File: config.mk
export PLATFORM = sky130hd
export DESIGN_NAME = tx_overhead_top
export DESIGN_NICKNAME = d
export VERILOG_FILES = /design/src/core/tx_oh_pkg.sv /design/src/core/line_enc_if.sv /design/src/core/line_encoder.sv /design/src/core/tx_overhead_top.sv
export SDC_FILE = /design/constraint.sdc
export NUM_CORES = 1
export LEC_CHECK = 0
export ABC_AREA = 0
export BUFFER_PORTS_ARGS = -buffer_cell sky130_fd_sc_hd__buf_2
export CELL_PAD_IN_SITES_DETAIL_PLACEMENT = 0
export CELL_PAD_IN_SITES_GLOBAL_PLACEMENT = 1
export CORE_UTILIZATION = 43
export CTS_CLUSTER_DIAMETER = 50
export DETAILED_ROUTE_END_ITERATION = 8
export MAX_ROUTING_LAYER = met4
export PLACE_DENSITY = 0.73
export SYNTH_ARGS = -nofsm -noshare
export SYNTH_HDL_FRONTEND = slang
export SYNTH_HIERARCHICAL = 1
export SYNTH_SLANG_ARGS = --single-unit
File: constraint.sdc
create_clock -name clk_sys_i -period 1.95 [get_ports clk_sys_i]
set_input_delay 0.39 -clock clk_sys_i [delete_from_list [all_inputs] [get_ports clk_sys_i]]
set_output_delay 0.39 -clock clk_sys_i [all_outputs]
set_load 0.02 [all_outputs]
File: src/core/tx_oh_pkg.sv
// package: register map, field positions and constants of the
// transmit overhead and line encoder block
// assumes: 8-bit registers, one apb word each, byte addr = 4 * index
package tx_oh_pkg;
  // register indices
  localparam logic [7:0] IDX_LINE_CODE = 8'h22;
  localparam logic [7:0] IDX_MAINT_ONE = 8'h2c;
  localparam logic [7:0] IDX_MAINT_TWO = 8'h31;
  localparam logic [7:0] IDX_FGEN = 8'h6c;
  localparam logic [7:0] IDX_TIMING = 8'h70;
  localparam logic [7:0] IDX_LB_CTRL = 8'h74;
  localparam logic [7:0] IDX_LB_PAT = 8'h75;
  localparam logic [7:0] IDX_RPT_CTRL = 8'h7f;
  localparam logic [7:0] IDX_MSG_CODE = 8'h80;
  localparam logic [7:0] IDX_MODE = 8'h90;
  localparam logic [7:0] IDX_STATUS = 8'h91;
  // every control register clears to this
  localparam logic [7:0] REG_RST = 8'h00;
  // field positions
  localparam int LC_SEL_BIT = 0;
  localparam int AUTO_ONES_BIT = 0;
  localparam int VIOL_BIT = 0;
  localparam int ONES_BIT = 0;
  localparam int ZEROS_BIT = 1;
  localparam int ALIGN_BIT = 2;
  localparam int TS_BIT = 0;
  localparam int LB_EN_BIT = 2;
  localparam int LB_UNF_BIT = 3;
  localparam int RPT_EN_BIT = 0;
  localparam int CR_BIT = 1;
  localparam int RV_BIT = 2;
  localparam int U1_BIT = 3;
  localparam int U2_BIT = 4;
  localparam int LBV_BIT = 5;
  localparam int MD_E1_BIT = 0;
  localparam int MD_ESF_BIT = 1;
  localparam int MD_MASTER_BIT = 2;
  localparam int MD_E1RATE_BIT = 3;
  // positions inside the 24-bit report word, sent lsb first
  localparam int RPT_CR_POS = 1;
  localparam int RPT_G6_POS = 8;
  localparam int RPT_G5_POS = 10;
  localparam int RPT_LV_POS = 14;
  localparam int RPT_G1_POS = 20;
  // crc-6 grade limits
  localparam logic [8:0] GR_ONE = 9'h001;
  localparam logic [8:0] GR_TWO_MAX = 9'h005;
  localparam logic [8:0] GR_THREE_MAX = 9'h00a;
  localparam logic [8:0] GR_FOUR_MAX = 9'h064;
  localparam logic [8:0] GR_FIVE_MAX = 9'h13f;
  localparam logic [8:0] GR_SIX_ABOVE = 9'h140;
  localparam logic [8:0] CRC_SAT = 9'h1ff;
  // message and report framing
  localparam logic [5:0] MSG_IDLE = 6'h3f;
  localparam logic [7:0] MSG_HEAD = 8'hfe;
  localparam logic [3:0] MSG_LAST = 4'he;
  localparam logic [4:0] RPT_LAST = 5'h17;
  localparam logic [7:0] SAPI_BASE = 8'h38;
  localparam logic [2:0] LB_LEN_M1_MIN = 3'h4;
  // line symbols and substitution patterns, oldest symbol first
  localparam logic [1:0] SYM_ZERO = 2'h0;
  localparam logic [1:0] SYM_MARK = 2'h1;
  localparam logic [1:0] SYM_VIOL = 2'h2;
  localparam logic [15:0] B8ZS_PAT = 16'h0249;
  localparam logic [7:0] HDB3_ODD = 8'h02;
  localparam logic [7:0] HDB3_EVEN = 8'h42;
  typedef enum logic [1:0] {
    CLK_RECOVERED = 2'b00,
    CLK_BACKPLANE = 2'b01,
    CLK_MASTER = 2'b10
  } clk_src_t;
endpackage : tx_oh_pkg

File: src/core/line_enc_if.sv
// interface: processed bit stream from the overhead logic to the encoder
// assumes: both ends on clk_sys_i
`timescale 1ns/10ps
`default_nettype none
interface line_enc_if;
  logic stb;
  logic bit_v;
  logic sub_en;
  logic e1;
  logic viol_req;
  logic pos;
  logic neg;
  modport src (output stb, bit_v, sub_en, e1, viol_req, input pos, neg);
  modport enc (input stb, bit_v, sub_en, e1, viol_req, output pos, neg);
endinterface : line_enc_if
`default_nettype wire

File: src/core/line_encoder.sv
// line encoder: ami with b8zs (t1) or hdb3 (e1) and violation insert
// assumes: one strobe per line bit; fixed 8-bit delay in every code
`timescale 1ns/10ps
`default_nettype none
module line_encoder
  import tx_oh_pkg::*;
(
  input wire logic clk_sys_i,
  input wire logic arst_n_i,
  line_enc_if.enc lnk
);
  typedef struct packed {
    logic [7:0][1:0] sr;
    logic par;
    logic last_pos;
    logic viol_pend;
    logic pos;
    logic neg;
  } enc_t;
  enc_t st;
  enc_t nxt;
  logic [7:0][1:0] sh;
  logic pol;

  ////////////////////////////////////////////////////////////////////
  // symbols are marked on entry so the zero run is seen before it leaves
  always_comb
  begin
    nxt = st;
    sh = {st.sr[6:0], (lnk.bit_v ? SYM_MARK : SYM_ZERO)};
    pol = st.last_pos;
    if (st.sr[7] == SYM_MARK && !st.viol_pend)
      pol = !st.last_pos;
    if (lnk.viol_req)
      nxt.viol_pend = 1'b1;
    if (lnk.stb)
    begin
      if (st.sr[7] == SYM_ZERO)
      begin
        nxt.pos = 1'b0;
        nxt.neg = 1'b0;
      end
      else
      begin
        nxt.pos = pol;
        nxt.neg = !pol;
        nxt.last_pos = pol;
      end
      // a request in the consuming cycle stays pending
      if (st.sr[7] == SYM_MARK && st.viol_pend)
        nxt.viol_pend = lnk.viol_req;
      nxt.par = st.par ^ lnk.bit_v;
      if (lnk.sub_en && !lnk.e1 && sh == '0)
        sh = B8ZS_PAT;
      else if (lnk.sub_en && lnk.e1 && sh[3:0] == '0)
      begin
        sh[3:0] = st.par ? HDB3_ODD : HDB3_EVEN;
        nxt.par = 1'b0;
      end
      nxt.sr = sh;
    end
  end

  always_ff @(posedge clk_sys_i or negedge arst_n_i)
  begin
    if (!arst_n_i)
      st <= '0;
    else
      st <= nxt;
  end

  assign lnk.pos = st.pos;
  assign lnk.neg = st.neg;
endmodule : line_encoder
`default_nettype wire

File: src/core/tx_overhead_top.sv
// top: transmit overhead insertion, overrides, alignment shift, clock
// selection and line encoder behind an apb register slave
// assumes: stream inputs and event pulses come from logic on clk_sys_i
// Contract
// - one crc grade bit from per-second count; a count of exactly 320 sets no grade bit
// - event flags set if counted in second
// - bit message only in t1 esf mode
// - message is 11111110, six code bits, 0
// - all-ones code suppresses the message
// - loopback code only while enabled
// - framed: channels overwritten, framing bit kept
// - unframed: channels and framing bit overwritten
// - all ones then all zeros, zeros win
// - alignment toggle edge deletes or repeats bit
// - master: bypass buffer, clock by select bit
// - t1 at e1 rate: buffer, select ignored
// - slave with select set: buffer, slip unlocked
// - slave with select clear: bypass, backplane clock
// - multiplexed mode behaves as clock slave
// - b8zs or hdb3 versus ami by select
// - rising insert bit adds one violation
// - auto bit and loss of signal: ones
// - report each second on data link
// - report control bits fill report positions
//
// Register access over APB was decided locally.
`timescale 1ns/10ps
`default_nettype none
module tx_overhead_top
  import tx_oh_pkg::*;
(
  input wire logic clk_sys_i,
  input wire logic arst_n_i,
  input wire logic psel_i,
  input wire logic penable_i,
  input wire logic pwrite_i,
  input wire logic [9:0] paddr_i,
  input wire logic [31:0] pwdata_i,
  output logic [31:0] prdata_o,
  output logic pready_o,
  output logic pslverr_o,
  input wire logic bit_stb_i,
  input wire logic tx_data_i,
  input wire logic fbit_i,
  input wire logic dl_slot_i,
  input wire logic second_tick_i,
  input wire logic crc_err_i,
  input wire logic sef_err_i,
  input wire logic fbit_err_i,
  input wire logic line_viol_i,
  input wire logic slip_i,
  input wire logic rx_los_i,
  input wire logic clk_locked_i,
  output logic line_pos_o,
  output logic line_neg_o,
  output logic tx_buf_use_o,
  output logic [1:0] tx_clk_src_o,
  output logic buf_slip_o
);
  typedef struct packed {
    logic [7:0] line_code;
    logic [7:0] maint_one;
    logic [7:0] maint_two;
    logic [7:0] fgen;
    logic [7:0] timing;
    logic [7:0] lb_ctrl;
    logic [7:0] lb_pat;
    logic [7:0] rpt_ctrl;
    logic [7:0] msg_code;
    logic [7:0] mode;
    logic pready;
    logic pslverr;
    logic [7:0] rdata;
    logic prev_bit;
    logic align_tap;
    logic [8:0] crc_cnt;
    logic ev_sef;
    logic ev_fe;
    logic ev_lv;
    logic ev_sl;
    logic [23:0] rpt;
    logic rpt_valid;
    logic [1:0] rpt_seq;
    logic [4:0] rpt_idx;
    logic [3:0] bom_idx;
    logic [2:0] lb_idx;
    logic out_bit;
    logic out_stb;
    logic viol_req;
    logic buf_use;
    clk_src_t clk_src;
    logic slip;
  } top_t;
  top_t st;
  top_t nxt;

  logic setup;
  logic wr_en;
  logic hit;
  logic [7:0] rv;
  logic align_chg;
  logic viol_rise;
  logic al_bit;
  logic lb_bit;
  logic lb_active;
  logic lb_cover;
  logic [2:0] len_m1;
  logic t1_esf;
  logic msg_on;
  logic ones_on;
  logic zeros_on;
  logic tx_bit;
  logic [5:0] gr;
  logic [14:0] msg_word;

  line_enc_if lnk ();

  ////////////////////////////////////////////////////////////////////
  // one-hot grade {six..one}; count of exactly 320 falls in no grade
  function automatic logic [5:0] grade_of(input logic [8:0] n);
    logic [5:0] g;
    g = 6'h00;
    if (n == GR_ONE)
      g = 6'h01;
    else if (n > GR_ONE && n <= GR_TWO_MAX)
      g = 6'h02;
    else if (n > GR_TWO_MAX && n <= GR_THREE_MAX)
      g = 6'h04;
    else if (n > GR_THREE_MAX && n <= GR_FOUR_MAX)
      g = 6'h08;
    else if (n > GR_FOUR_MAX && n <= GR_FIVE_MAX)
      g = 6'h10;
    else if (n > GR_SIX_ABOVE)
      g = 6'h20;
    return g;
  endfunction : grade_of

  // register index of a byte address
  function automatic logic [7:0] reg_idx(input logic [9:0] a);
    return a[9:2];
  endfunction : reg_idx

  ////////////////////////////////////////////////////////////////////
  always_comb
  begin
    nxt = st;
    // apb: decode in setup, answer with pready in first access cycle
    setup = psel_i && !penable_i;
    wr_en = psel_i && penable_i && st.pready && pwrite_i && !st.pslverr;
    hit = 1'b1;
    rv = REG_RST;
    case (reg_idx(paddr_i))
      IDX_LINE_CODE: rv = st.line_code;
      IDX_MAINT_ONE: rv = st.maint_one;
      IDX_MAINT_TWO: rv = st.maint_two;
      IDX_FGEN: rv = st.fgen;
      IDX_TIMING: rv = st.timing;
      IDX_LB_CTRL: rv = st.lb_ctrl;
      IDX_LB_PAT: rv = st.lb_pat;
      IDX_RPT_CTRL: rv = st.rpt_ctrl;
      IDX_MSG_CODE: rv = st.msg_code;
      IDX_MODE: rv = st.mode;
      IDX_STATUS: rv = {st.buf_use, st.slip, st.clk_src, st.rpt_seq,
                        st.align_tap, st.rpt_valid};
      default: hit = 1'b0;
    endcase
    nxt.pready = setup;
    if (setup)
    begin
      nxt.rdata = hit ? rv : REG_RST;
      nxt.pslverr = !hit || (paddr_i[1:0] != 2'b00);
    end
    // edge effects are taken from the write itself, not a later poll
    align_chg = wr_en && reg_idx(paddr_i) == IDX_FGEN
                && (pwdata_i[ALIGN_BIT] != st.fgen[ALIGN_BIT]);
    viol_rise = wr_en && reg_idx(paddr_i) == IDX_MAINT_TWO
                && pwdata_i[VIOL_BIT] && !st.maint_two[VIOL_BIT];
    nxt.align_tap = st.align_tap ^ align_chg;
    nxt.viol_req = viol_rise;
    if (wr_en)
    begin
      case (reg_idx(paddr_i))
        IDX_LINE_CODE: nxt.line_code = pwdata_i[7:0];
        IDX_MAINT_ONE: nxt.maint_one = pwdata_i[7:0];
        IDX_MAINT_TWO: nxt.maint_two = pwdata_i[7:0];
        IDX_FGEN: nxt.fgen = pwdata_i[7:0];
        IDX_TIMING: nxt.timing = pwdata_i[7:0];
        IDX_LB_CTRL: nxt.lb_ctrl = pwdata_i[7:0];
        IDX_LB_PAT: nxt.lb_pat = pwdata_i[7:0];
        IDX_RPT_CTRL: nxt.rpt_ctrl = pwdata_i[7:0];
        IDX_MSG_CODE: nxt.msg_code = pwdata_i[7:0];
        IDX_MODE: nxt.mode = pwdata_i[7:0];
        default: ;
      endcase
    end

    // per-second counts; an event in the tick cycle opens the new second
    gr = grade_of(st.crc_cnt);
    if (second_tick_i)
    begin
      if (st.rpt_ctrl[RPT_EN_BIT])
      begin
        nxt.rpt = {st.ev_fe, st.ev_sef, st.rpt_ctrl[LBV_BIT], gr[0],
                   st.rpt_ctrl[RV_BIT], gr[1], st.rpt_seq,
                   gr[2], st.ev_lv, gr[3], st.rpt_ctrl[U1_BIT],
                   st.rpt_ctrl[U2_BIT], gr[4], st.ev_sl, gr[5],
                   SAPI_BASE[7:2], st.rpt_ctrl[CR_BIT], 1'b0};
        nxt.rpt_valid = 1'b1;
        nxt.rpt_seq = st.rpt_seq + 2'b01;
      end
      nxt.crc_cnt = {8'h00, crc_err_i};
      nxt.ev_sef = sef_err_i;
      nxt.ev_fe = fbit_err_i;
      nxt.ev_lv = line_viol_i;
      nxt.ev_sl = slip_i;
    end
    else
    begin
      if (crc_err_i && st.crc_cnt != CRC_SAT)
        nxt.crc_cnt = st.crc_cnt + 9'h001;
      nxt.ev_sef = st.ev_sef | sef_err_i;
      nxt.ev_fe = st.ev_fe | fbit_err_i;
      nxt.ev_lv = st.ev_lv | line_viol_i;
      nxt.ev_sl = st.ev_sl | slip_i;
    end
    if (!st.rpt_ctrl[RPT_EN_BIT])
      nxt.rpt_valid = 1'b0;

    // stream: alignment tap, data link, loopback code, overrides
    al_bit = st.align_tap ? st.prev_bit : tx_data_i;
    t1_esf = !st.mode[MD_E1_BIT] && st.mode[MD_ESF_BIT];
    msg_on = t1_esf && st.msg_code[5:0] != MSG_IDLE;
    msg_word = {MSG_HEAD, st.msg_code[5:0], 1'b0};
    len_m1 = LB_LEN_M1_MIN + {1'b0, st.lb_ctrl[1:0]};
    lb_bit = st.lb_pat[len_m1 - st.lb_idx];
    lb_active = st.lb_ctrl[LB_EN_BIT] && !st.mode[MD_E1_BIT];
    lb_cover = lb_active && (!fbit_i || st.lb_ctrl[LB_UNF_BIT]);
    ones_on = st.fgen[ONES_BIT] || (st.maint_one[AUTO_ONES_BIT] && rx_los_i);
    zeros_on = st.fgen[ZEROS_BIT];
    tx_bit = al_bit;
    if (fbit_i && dl_slot_i && msg_on)
      tx_bit = msg_word[MSG_LAST - st.bom_idx];
    else if (fbit_i && dl_slot_i && t1_esf && st.rpt_valid)
      tx_bit = st.rpt[st.rpt_idx];
    if (lb_cover)
      tx_bit = lb_bit;
    if (ones_on)
      tx_bit = 1'b1;
    if (zeros_on)
      tx_bit = 1'b0;
    if (!msg_on)
      nxt.bom_idx = 4'h0;
    if (!lb_active)
      nxt.lb_idx = 3'h0;
    if (bit_stb_i)
    begin
      nxt.prev_bit = tx_data_i;
      nxt.out_bit = tx_bit;
      if (fbit_i && dl_slot_i && msg_on)
        nxt.bom_idx = (st.bom_idx == MSG_LAST) ? 4'h0 : st.bom_idx + 4'h1;
      else if (fbit_i && dl_slot_i && t1_esf && st.rpt_valid)
        nxt.rpt_idx = (st.rpt_idx == RPT_LAST) ? 5'h00 : st.rpt_idx + 5'h01;
      if (lb_cover)
        nxt.lb_idx = (st.lb_idx == len_m1) ? 3'h0 : st.lb_idx + 3'h1;
    end
    nxt.out_stb = bit_stb_i;

    // clock and buffer choice; multiplexed mode takes the slave path
    if (st.mode[MD_MASTER_BIT])
    begin
      nxt.buf_use = 1'b0;
      nxt.clk_src = st.timing[TS_BIT] ? CLK_MASTER : CLK_RECOVERED;
    end
    else if (st.mode[MD_E1RATE_BIT] && !st.mode[MD_E1_BIT])
    begin
      nxt.buf_use = 1'b1;
      nxt.clk_src = CLK_MASTER;
    end
    else
    begin
      nxt.buf_use = st.timing[TS_BIT];
      nxt.clk_src = st.timing[TS_BIT] ? CLK_MASTER : CLK_BACKPLANE;
    end
    nxt.slip = nxt.buf_use && !clk_locked_i;
  end

  always_ff @(posedge clk_sys_i or negedge arst_n_i)
  begin
    if (!arst_n_i)
      st <= '0;
    else
      st <= nxt;
  end

  ////////////////////////////////////////////////////////////////////
  // encoder sits behind the fixed-delay symbol line
  assign lnk.stb = st.out_stb;
  assign lnk.bit_v = st.out_bit;
  assign lnk.sub_en = st.line_code[LC_SEL_BIT];
  assign lnk.e1 = st.mode[MD_E1_BIT];
  assign lnk.viol_req = st.viol_req;

  line_encoder u_enc (
    .clk_sys_i(clk_sys_i),
    .arst_n_i(arst_n_i),
    .lnk(lnk)
  );

  assign prdata_o = {24'h000000, st.rdata};
  assign pready_o = st.pready;
  assign pslverr_o = st.pslverr;
  assign line_pos_o = lnk.pos;
  assign line_neg_o = lnk.neg;
  assign tx_buf_use_o = st.buf_use;
  assign tx_clk_src_o = st.clk_src;
  assign buf_slip_o = st.slip;
endmodule : tx_overhead_top
`default_nettype wire

# [After elaboration in Yosys (flattened, before gate mapping)]
# Index checks and enable logic that the tools add are counted.
[word_totals] in_bits=59 word_cells=206 ff_bits=168 output_inout_bits=40
[classes] mux=49 n_eq_ne=20 n_bitwise=8 magnitude_cmp=12 addsub=8 reduce_logical=64
[ops] cell="case mux 8 bit (11 select lines)" n=1
[ops] cell="== test 8 x 7 -> 1 bit, second input constant" n=5
[ops] cell="2-to-1 mux 8 bit" n=5
[ops] cell="2-to-1 mux 6 bit" n=6
[ops] cell="logical AND 1 bit" n=32
[ops] cell="== test 8 x 6 -> 1 bit, second input constant" n=3
[ops] cell="== test 8 bit, second input constant" n=3
[ops] cell="AND reduction 2 bit" n=12
[ops] cell="2-to-1 mux 3 bit" n=7
[ops] cell="2-to-1 mux 1 bit" n=17
[ops] cell="zero test 16 bit" n=1
[ops] cell="2-to-1 mux 13 bit" n=1
[ops] cell="2-to-1 mux 4 bit" n=3
[ops] cell="OR reduction 11 bit" n=1
[ops] cell="zero test 1 bit" n=10
[ops] cell="adder 9 x 1 -> 9 bit, second input constant" n=1
[ops] cell="== test 9 x 1 -> 1 bit, second input constant" n=1
[ops] cell="greater-than comparator 9 x 1 -> 1 bit, second input constant" n=1
[ops] cell="greater-than comparator 9 x 3 -> 1 bit, second input constant" n=1
[ops] cell="greater-than comparator 9 x 4 -> 1 bit, second input constant" n=1
[ops] cell="greater-than comparator 9 x 7 -> 1 bit, second input constant" n=1
[ops] cell="greater-than comparator 9 bit, second input constant" n=1
[ops] cell="less-or-equal comparator 9 x 3 -> 1 bit, second input constant" n=1
[ops] cell="less-or-equal comparator 9 x 4 -> 1 bit, second input constant" n=1
[ops] cell="other kinds (35)" n=45

# [Longest topological paths before layout]
[logic_depth] depth_word=10 depth_mapped=9 mapped_depth_nobuf=9

# [By module]
# The synthesis kept the hierarchy.
[modules_own_cells] module="tx_overhead_top" area_each_um2=7628.6 n_inst=1 cells_each=658 seq_area_each_um2=3628.5
[modules_own_cells] module="line_encoder" area_each_um2=904.6 n_inst=1 cells_each=69 seq_area_each_um2=525.5

# [Worst setup path before layout]
# Ideal clock, no wire load.
[synth_timing] path_type="register to register" from="reg st (netlist bit pslverr_o)" to="reg st[100] (netlist name)" t_required_ps=1825 path_slack_ps=-5 t_arrival_ps=1831 setup_ps=125 n_path_buf=1 stages_incl_launch_ff=7 cell_sequence="dfrtp_1 -> nor2b_1 -> and4_1 -> buf_2 -> nand4b_4 -> nor3b_4 -> mux2_2"
[synth_between] elab_chain_cells=3
[synth_lines] item="from (decl)" line="tx_overhead_top.sv:94" text="top_t st;"
[synth_lines] item="from (signal assigned)" line="tx_overhead_top.sv:292" text="st <= nxt;"
[synth_lines] item="zero test 1 bit" line="tx_overhead_top.sv:149" text="wr_en = psel_i && penable_i && st.pready && pwrite_i && !st.pslverr;"
[synth_lines] item="logical AND 1 bit" line="tx_overhead_top.sv:149"
[synth_lines] item="AND reduction 2 bit (no line)"
# No other way between the ends.
# A chain may end at the register's enable or synchronous reset.

# [Worst setup path in the final report]
[layout_timing] from="reg st[103] (netlist name)" to="reg st (netlist bit lnk.bit_v)"
[layout_between] elab_chain_cells=7
[layout_lines] item="adder 3 x 2 -> 3 bit" line="tx_overhead_top.sv:234" text="len_m1 = LB_LEN_M1_MIN + {1'b0, st.lb_ctrl[1:0]};"
[layout_lines] item="subtractor 3 bit" line="tx_overhead_top.sv:235" text="lb_bit = st.lb_pat[len_m1 - st.lb_idx];"
[layout_lines] item="binary-select mux 1 bit (select 3 bit)" line="tx_overhead_top.sv:235"
[layout_lines] item="2-to-1 mux 1 bit (implied by the code)" line="tx_overhead_top.sv:235"
[layout_lines] item="2-to-1 mux 1 bit" line="tx_overhead_top.sv:245" text="if (lb_cover)"
[layout_lines] item="2-to-1 mux 1 bit" line="tx_overhead_top.sv:247" text="if (ones_on)"
[layout_lines] item="2-to-1 mux 1 bit" line="tx_overhead_top.sv:249" text="if (zeros_on)"
# No other way between the ends. The select of a mux whose other input is x is not followed.

==> results.sh <==
export IMPL_via_per_inst=5.50
export IMPL_diodes=0
export IMPL_antenna_found_initial=0
export IMPL_hold_path_class="input port to flop"
export IMPL_seqPwrFrac_pct=48.0
export IMPL_routedWlPerCell_microns=19.0
export IMPL_worstHoldPathCells=2
export IMPL_htreeDepth=4
export IMPL_grt_pass1_wl_microns=33700
export IMPL_violations="negative setup slack"
export IMPL_ant_nets=0
export IMPL_clkSinkCount=166
export IMPL_path_clk_slew_ns=0.07
export IMPL_path_class="flop to flop"
export IMPL_switching_share_pct=27.2
export IMPL_grt_max_degree=54
export IMPL_setup_tns_ns=-0.195
export IMPL_synth_edff_count=0
export IMPL_reg2reg_from="st[103]"
export IMPL_p_sw_w=0.00208
export IMPL_synth_seq_cells=166
export IMPL_slew_viol_final=0
export IMPL_synthTopCellsByCount="166 x dfrtp_1, 112 x mux2_2, 36 x buf_4, 35 x nand2_1"
export IMPL_postSynthAreaPerCell_sq_um=11.7
export IMPL_timing_fmax_mhz=466
export IMPL_rr_endpoint="lnk.bit_v"
export IMPL_synthesis_area_sq_um=8530
export IMPL_setup_viol=1
export IMPL_grt_overflow_total=0
export IMPL_yosysMostFrequentCell="dfrtp_1"
export IMPL_drive_above_1_share_pct=36.3
export IMPL_ir_drop_mv=0.539
export IMPL_first_pass_iters=5
export IMPL_port_buffers=50
export IMPL_cp_start_kind="flop"
export IMPL_finalCriticalPeriod_ns=2.14
export IMPL_finalHoldViolations=0
export IMPL_fin_skew_ns=0.0113
export IMPL_hpwl_microns=15600
export IMPL_yosys_top_cells_area="dfrtp_1 49%, mux2_2 15%, buf_4 3.2%, mux2i_1 2.6%, ha_1 1.8%"
export IMPL_endpoint="lnk.bit_v"
export IMPL_power_internal_w=0.00557
export IMPL_io_pins=99
export IMPL_drt_iter0_drc=473
export IMPL_clock_path_buffers=2
export IMPL_fp_dieW_microns=143
export IMPL_yosysTopAreaCellShare_pct=48.7
export IMPL_std_cell_rows=51
export IMPL_synth_ff_type="dfrtp_1"
export IMPL_yosysSeqAreaShare_pct=48.7
export IMPL_cts_root_buf="clkbuf_16"
export IMPL_worstRegToRegCells=9
export IMPL_numCtsBuffers=17
export IMPL_max_slew_margin_pct=62.1
export IMPL_start_util_pct=43.8
export IMPL_end_kind="flop"
export IMPL_worstMarginPinSlew_ns=0.568
export IMPL_fp_dieArea_sq_um=20400
export IMPL_critPathMaxFanout=2
export IMPL_synthDistinctLibCells=72
export IMPL_num_vias=6089
export IMPL_p_leak_nw=4.75
export IMPL_crit_start="st[103]"
export IMPL_insertion_delay_ns=0.43
export IMPL_core_area_sq_um=19500
export IMPL_die_h_microns=143
export IMPL_place_congestion=0.893
export IMPL_finalNetCount=902
export IMPL_holdWs_ns=0.131
export IMPL_crit_arrival_ns=2.45
export IMPL_clockPowerShare_pct=43.7
export IMPL_combPwrFrac_pct=8.3
export IMPL_setup_ws_ns=-0.195
export IMPL_wirelength_microns=21100
export IMPL_power_density_nw_per_um2=759
export IMPL_synth_async_reset_ratio_pct=100
export IMPL_synth_cells=727
export IMPL_drc_errors=0
export IMPL_ys_warn_count=6
export IMPL_fin_crit_sh_pct=110
export IMPL_grt_pass1_vias=6111
export IMPL_cap_violations=0
export IMPL_cts_tree="yes"
export IMPL_r2r_slack_ns=-0.19
export IMPL_required_ns=2.25
export IMPL_grt_usage_pct=22.8
export IMPL_rsz0062_at_grt="true"
export IMPL_status="finished with violations"
export IMPL_post_route_util_pct=51.7
export IMPL_syn_to_final_growth_pct=18.0
export IMPL_yosysTopAreaCell="dfrtp_1"
## metal layers
metal | vias up | wire [microns] | GRT usage, %
met2 | 159 | 9970 | 34.3
met4 | 0 | 210 | 4.98
met5 | - | 0 | -
met3 | 21 | 998 | 4.46
met1 | 3085 | 9910 | 31.8
li1 | 2824 | - | -
## worst min-delay path by stage
stage                      startpoint            to  slack [ns]
after global placement       arst_n_i  u_enc/st[17]        0.31
final                     line_viol_i        st[47]        0.13
after detailed placement     arst_n_i  u_enc/st[17]        0.32
after global routing           slip_i        st[46]        0.12
after floorplan              arst_n_i    buf_slip_o        0.09
after CTS                 line_viol_i        st[47]        0.12
## critical path, cell delays in order (launching register included)
cell and delay, ns:
dfrtp_1 0.38, inv_1 0.05, ha_1 0.14, inv_2 0.04, fa_1 0.53, mux4_2 0.36
mux2i_4 0.18, o21ai_1 0.08, a21oi_1 0.17, o31ai_1 0.09
## state kept, by name (all words and copies together) (netlist names)
name	cells
lnk.viol_req	1
u_enc/lnk.neg	1
msg_word	6
pslverr_o	1
lnk.sub_en	1
lnk.bit_v	1
pready_o	1
u_enc/lnk.pos	1
lnk.stb	1
lnk.e1	1
prdata_o	8
tx_buf_use_o	1
u_enc/st	19
buf_slip_o	1
tx_clk_src_o	2
st	120
## repair_timing
| item | CTS | global route |
|---|---|---|
| endpoints found under the setup margin | 1 | 4 |
| gates resized for setup | 2 | 4 |
| pin swaps | 2 | 2 |
| hold buffers | 1 | 0 |
| buffers inserted | 0 | 1 |
| endpoints found under the hold margin | 34 | 0 |
## power by group through the flow
stage	clock network, W	logic [W]	registers, W
final	0.00334	0.000636	0.00367
after global routing	0.00355	0.000708	0.00369
after CTS	0.00341	0.000641	0.00367
after detailed placement	0	0.000634	0.00373
after global placement	0	0.000610	0.00372
after floorplan	0	0.000386	0.00373
## cells by family (layout without fill, tap and decap cells)
logic type	Yosys count	in the layout	synth area share, %
flops	166	166	48.7
compound gates	119	119	9.74
buf+inv	84	177	5.81
other cells	1	24	0.0439
simple gates	188	188	13.3
mux	141	141	18.9
xor+xnor	15	15	1.54
fa+ha+maj	13	13	1.99
## layout make-up
class	instances	area, sq um
clock buffers	18	439
clock inverters	14	156
fillers	1709	9400
inverters	14	52.6
multi-input cells	500	3990
flip-flops and latches	166	4150
well taps	265	332
repair buffers	131	942
## per-stage QoR
stage | instance area, sq um | std cells | total power (W) | setup WS, ns
after floorplan | 8620 | 750 | 0.00411 | 0.0137
after global placement | 9430 | 1074 | 0.00433 | -0.169
after detailed placement | 9430 | 1074 | 0.00437 | -0.228
after CTS | 10000 | 1107 | 0.00772 | -0.231
after global routing | 10100 | 1108 | 0.00795 | -0.315
final | 10100 | 1108 | 0.00764 | -0.195
## layout by cell type (no fill, tap or decap), types with 7 or more instances in the layout
master       n
mux2_2     112
o21ai_0     23
dfrtp_1    166
conb_1      24
nand2b_1     7
xnor2_1     10
o22ai_1      9
a22oi_1     11
a21o_1       9
nand3_1     28
buf_2       49
clkbuf_16   17
ha_1        12
inv_1       13
buf_4       74
nor3_1      13
nor2b_1     16
nor2_1      28
nand4_1      9
mux2i_1     21
a21oi_1     18
nand2_1     35
(Power assumes the default switching activity.)
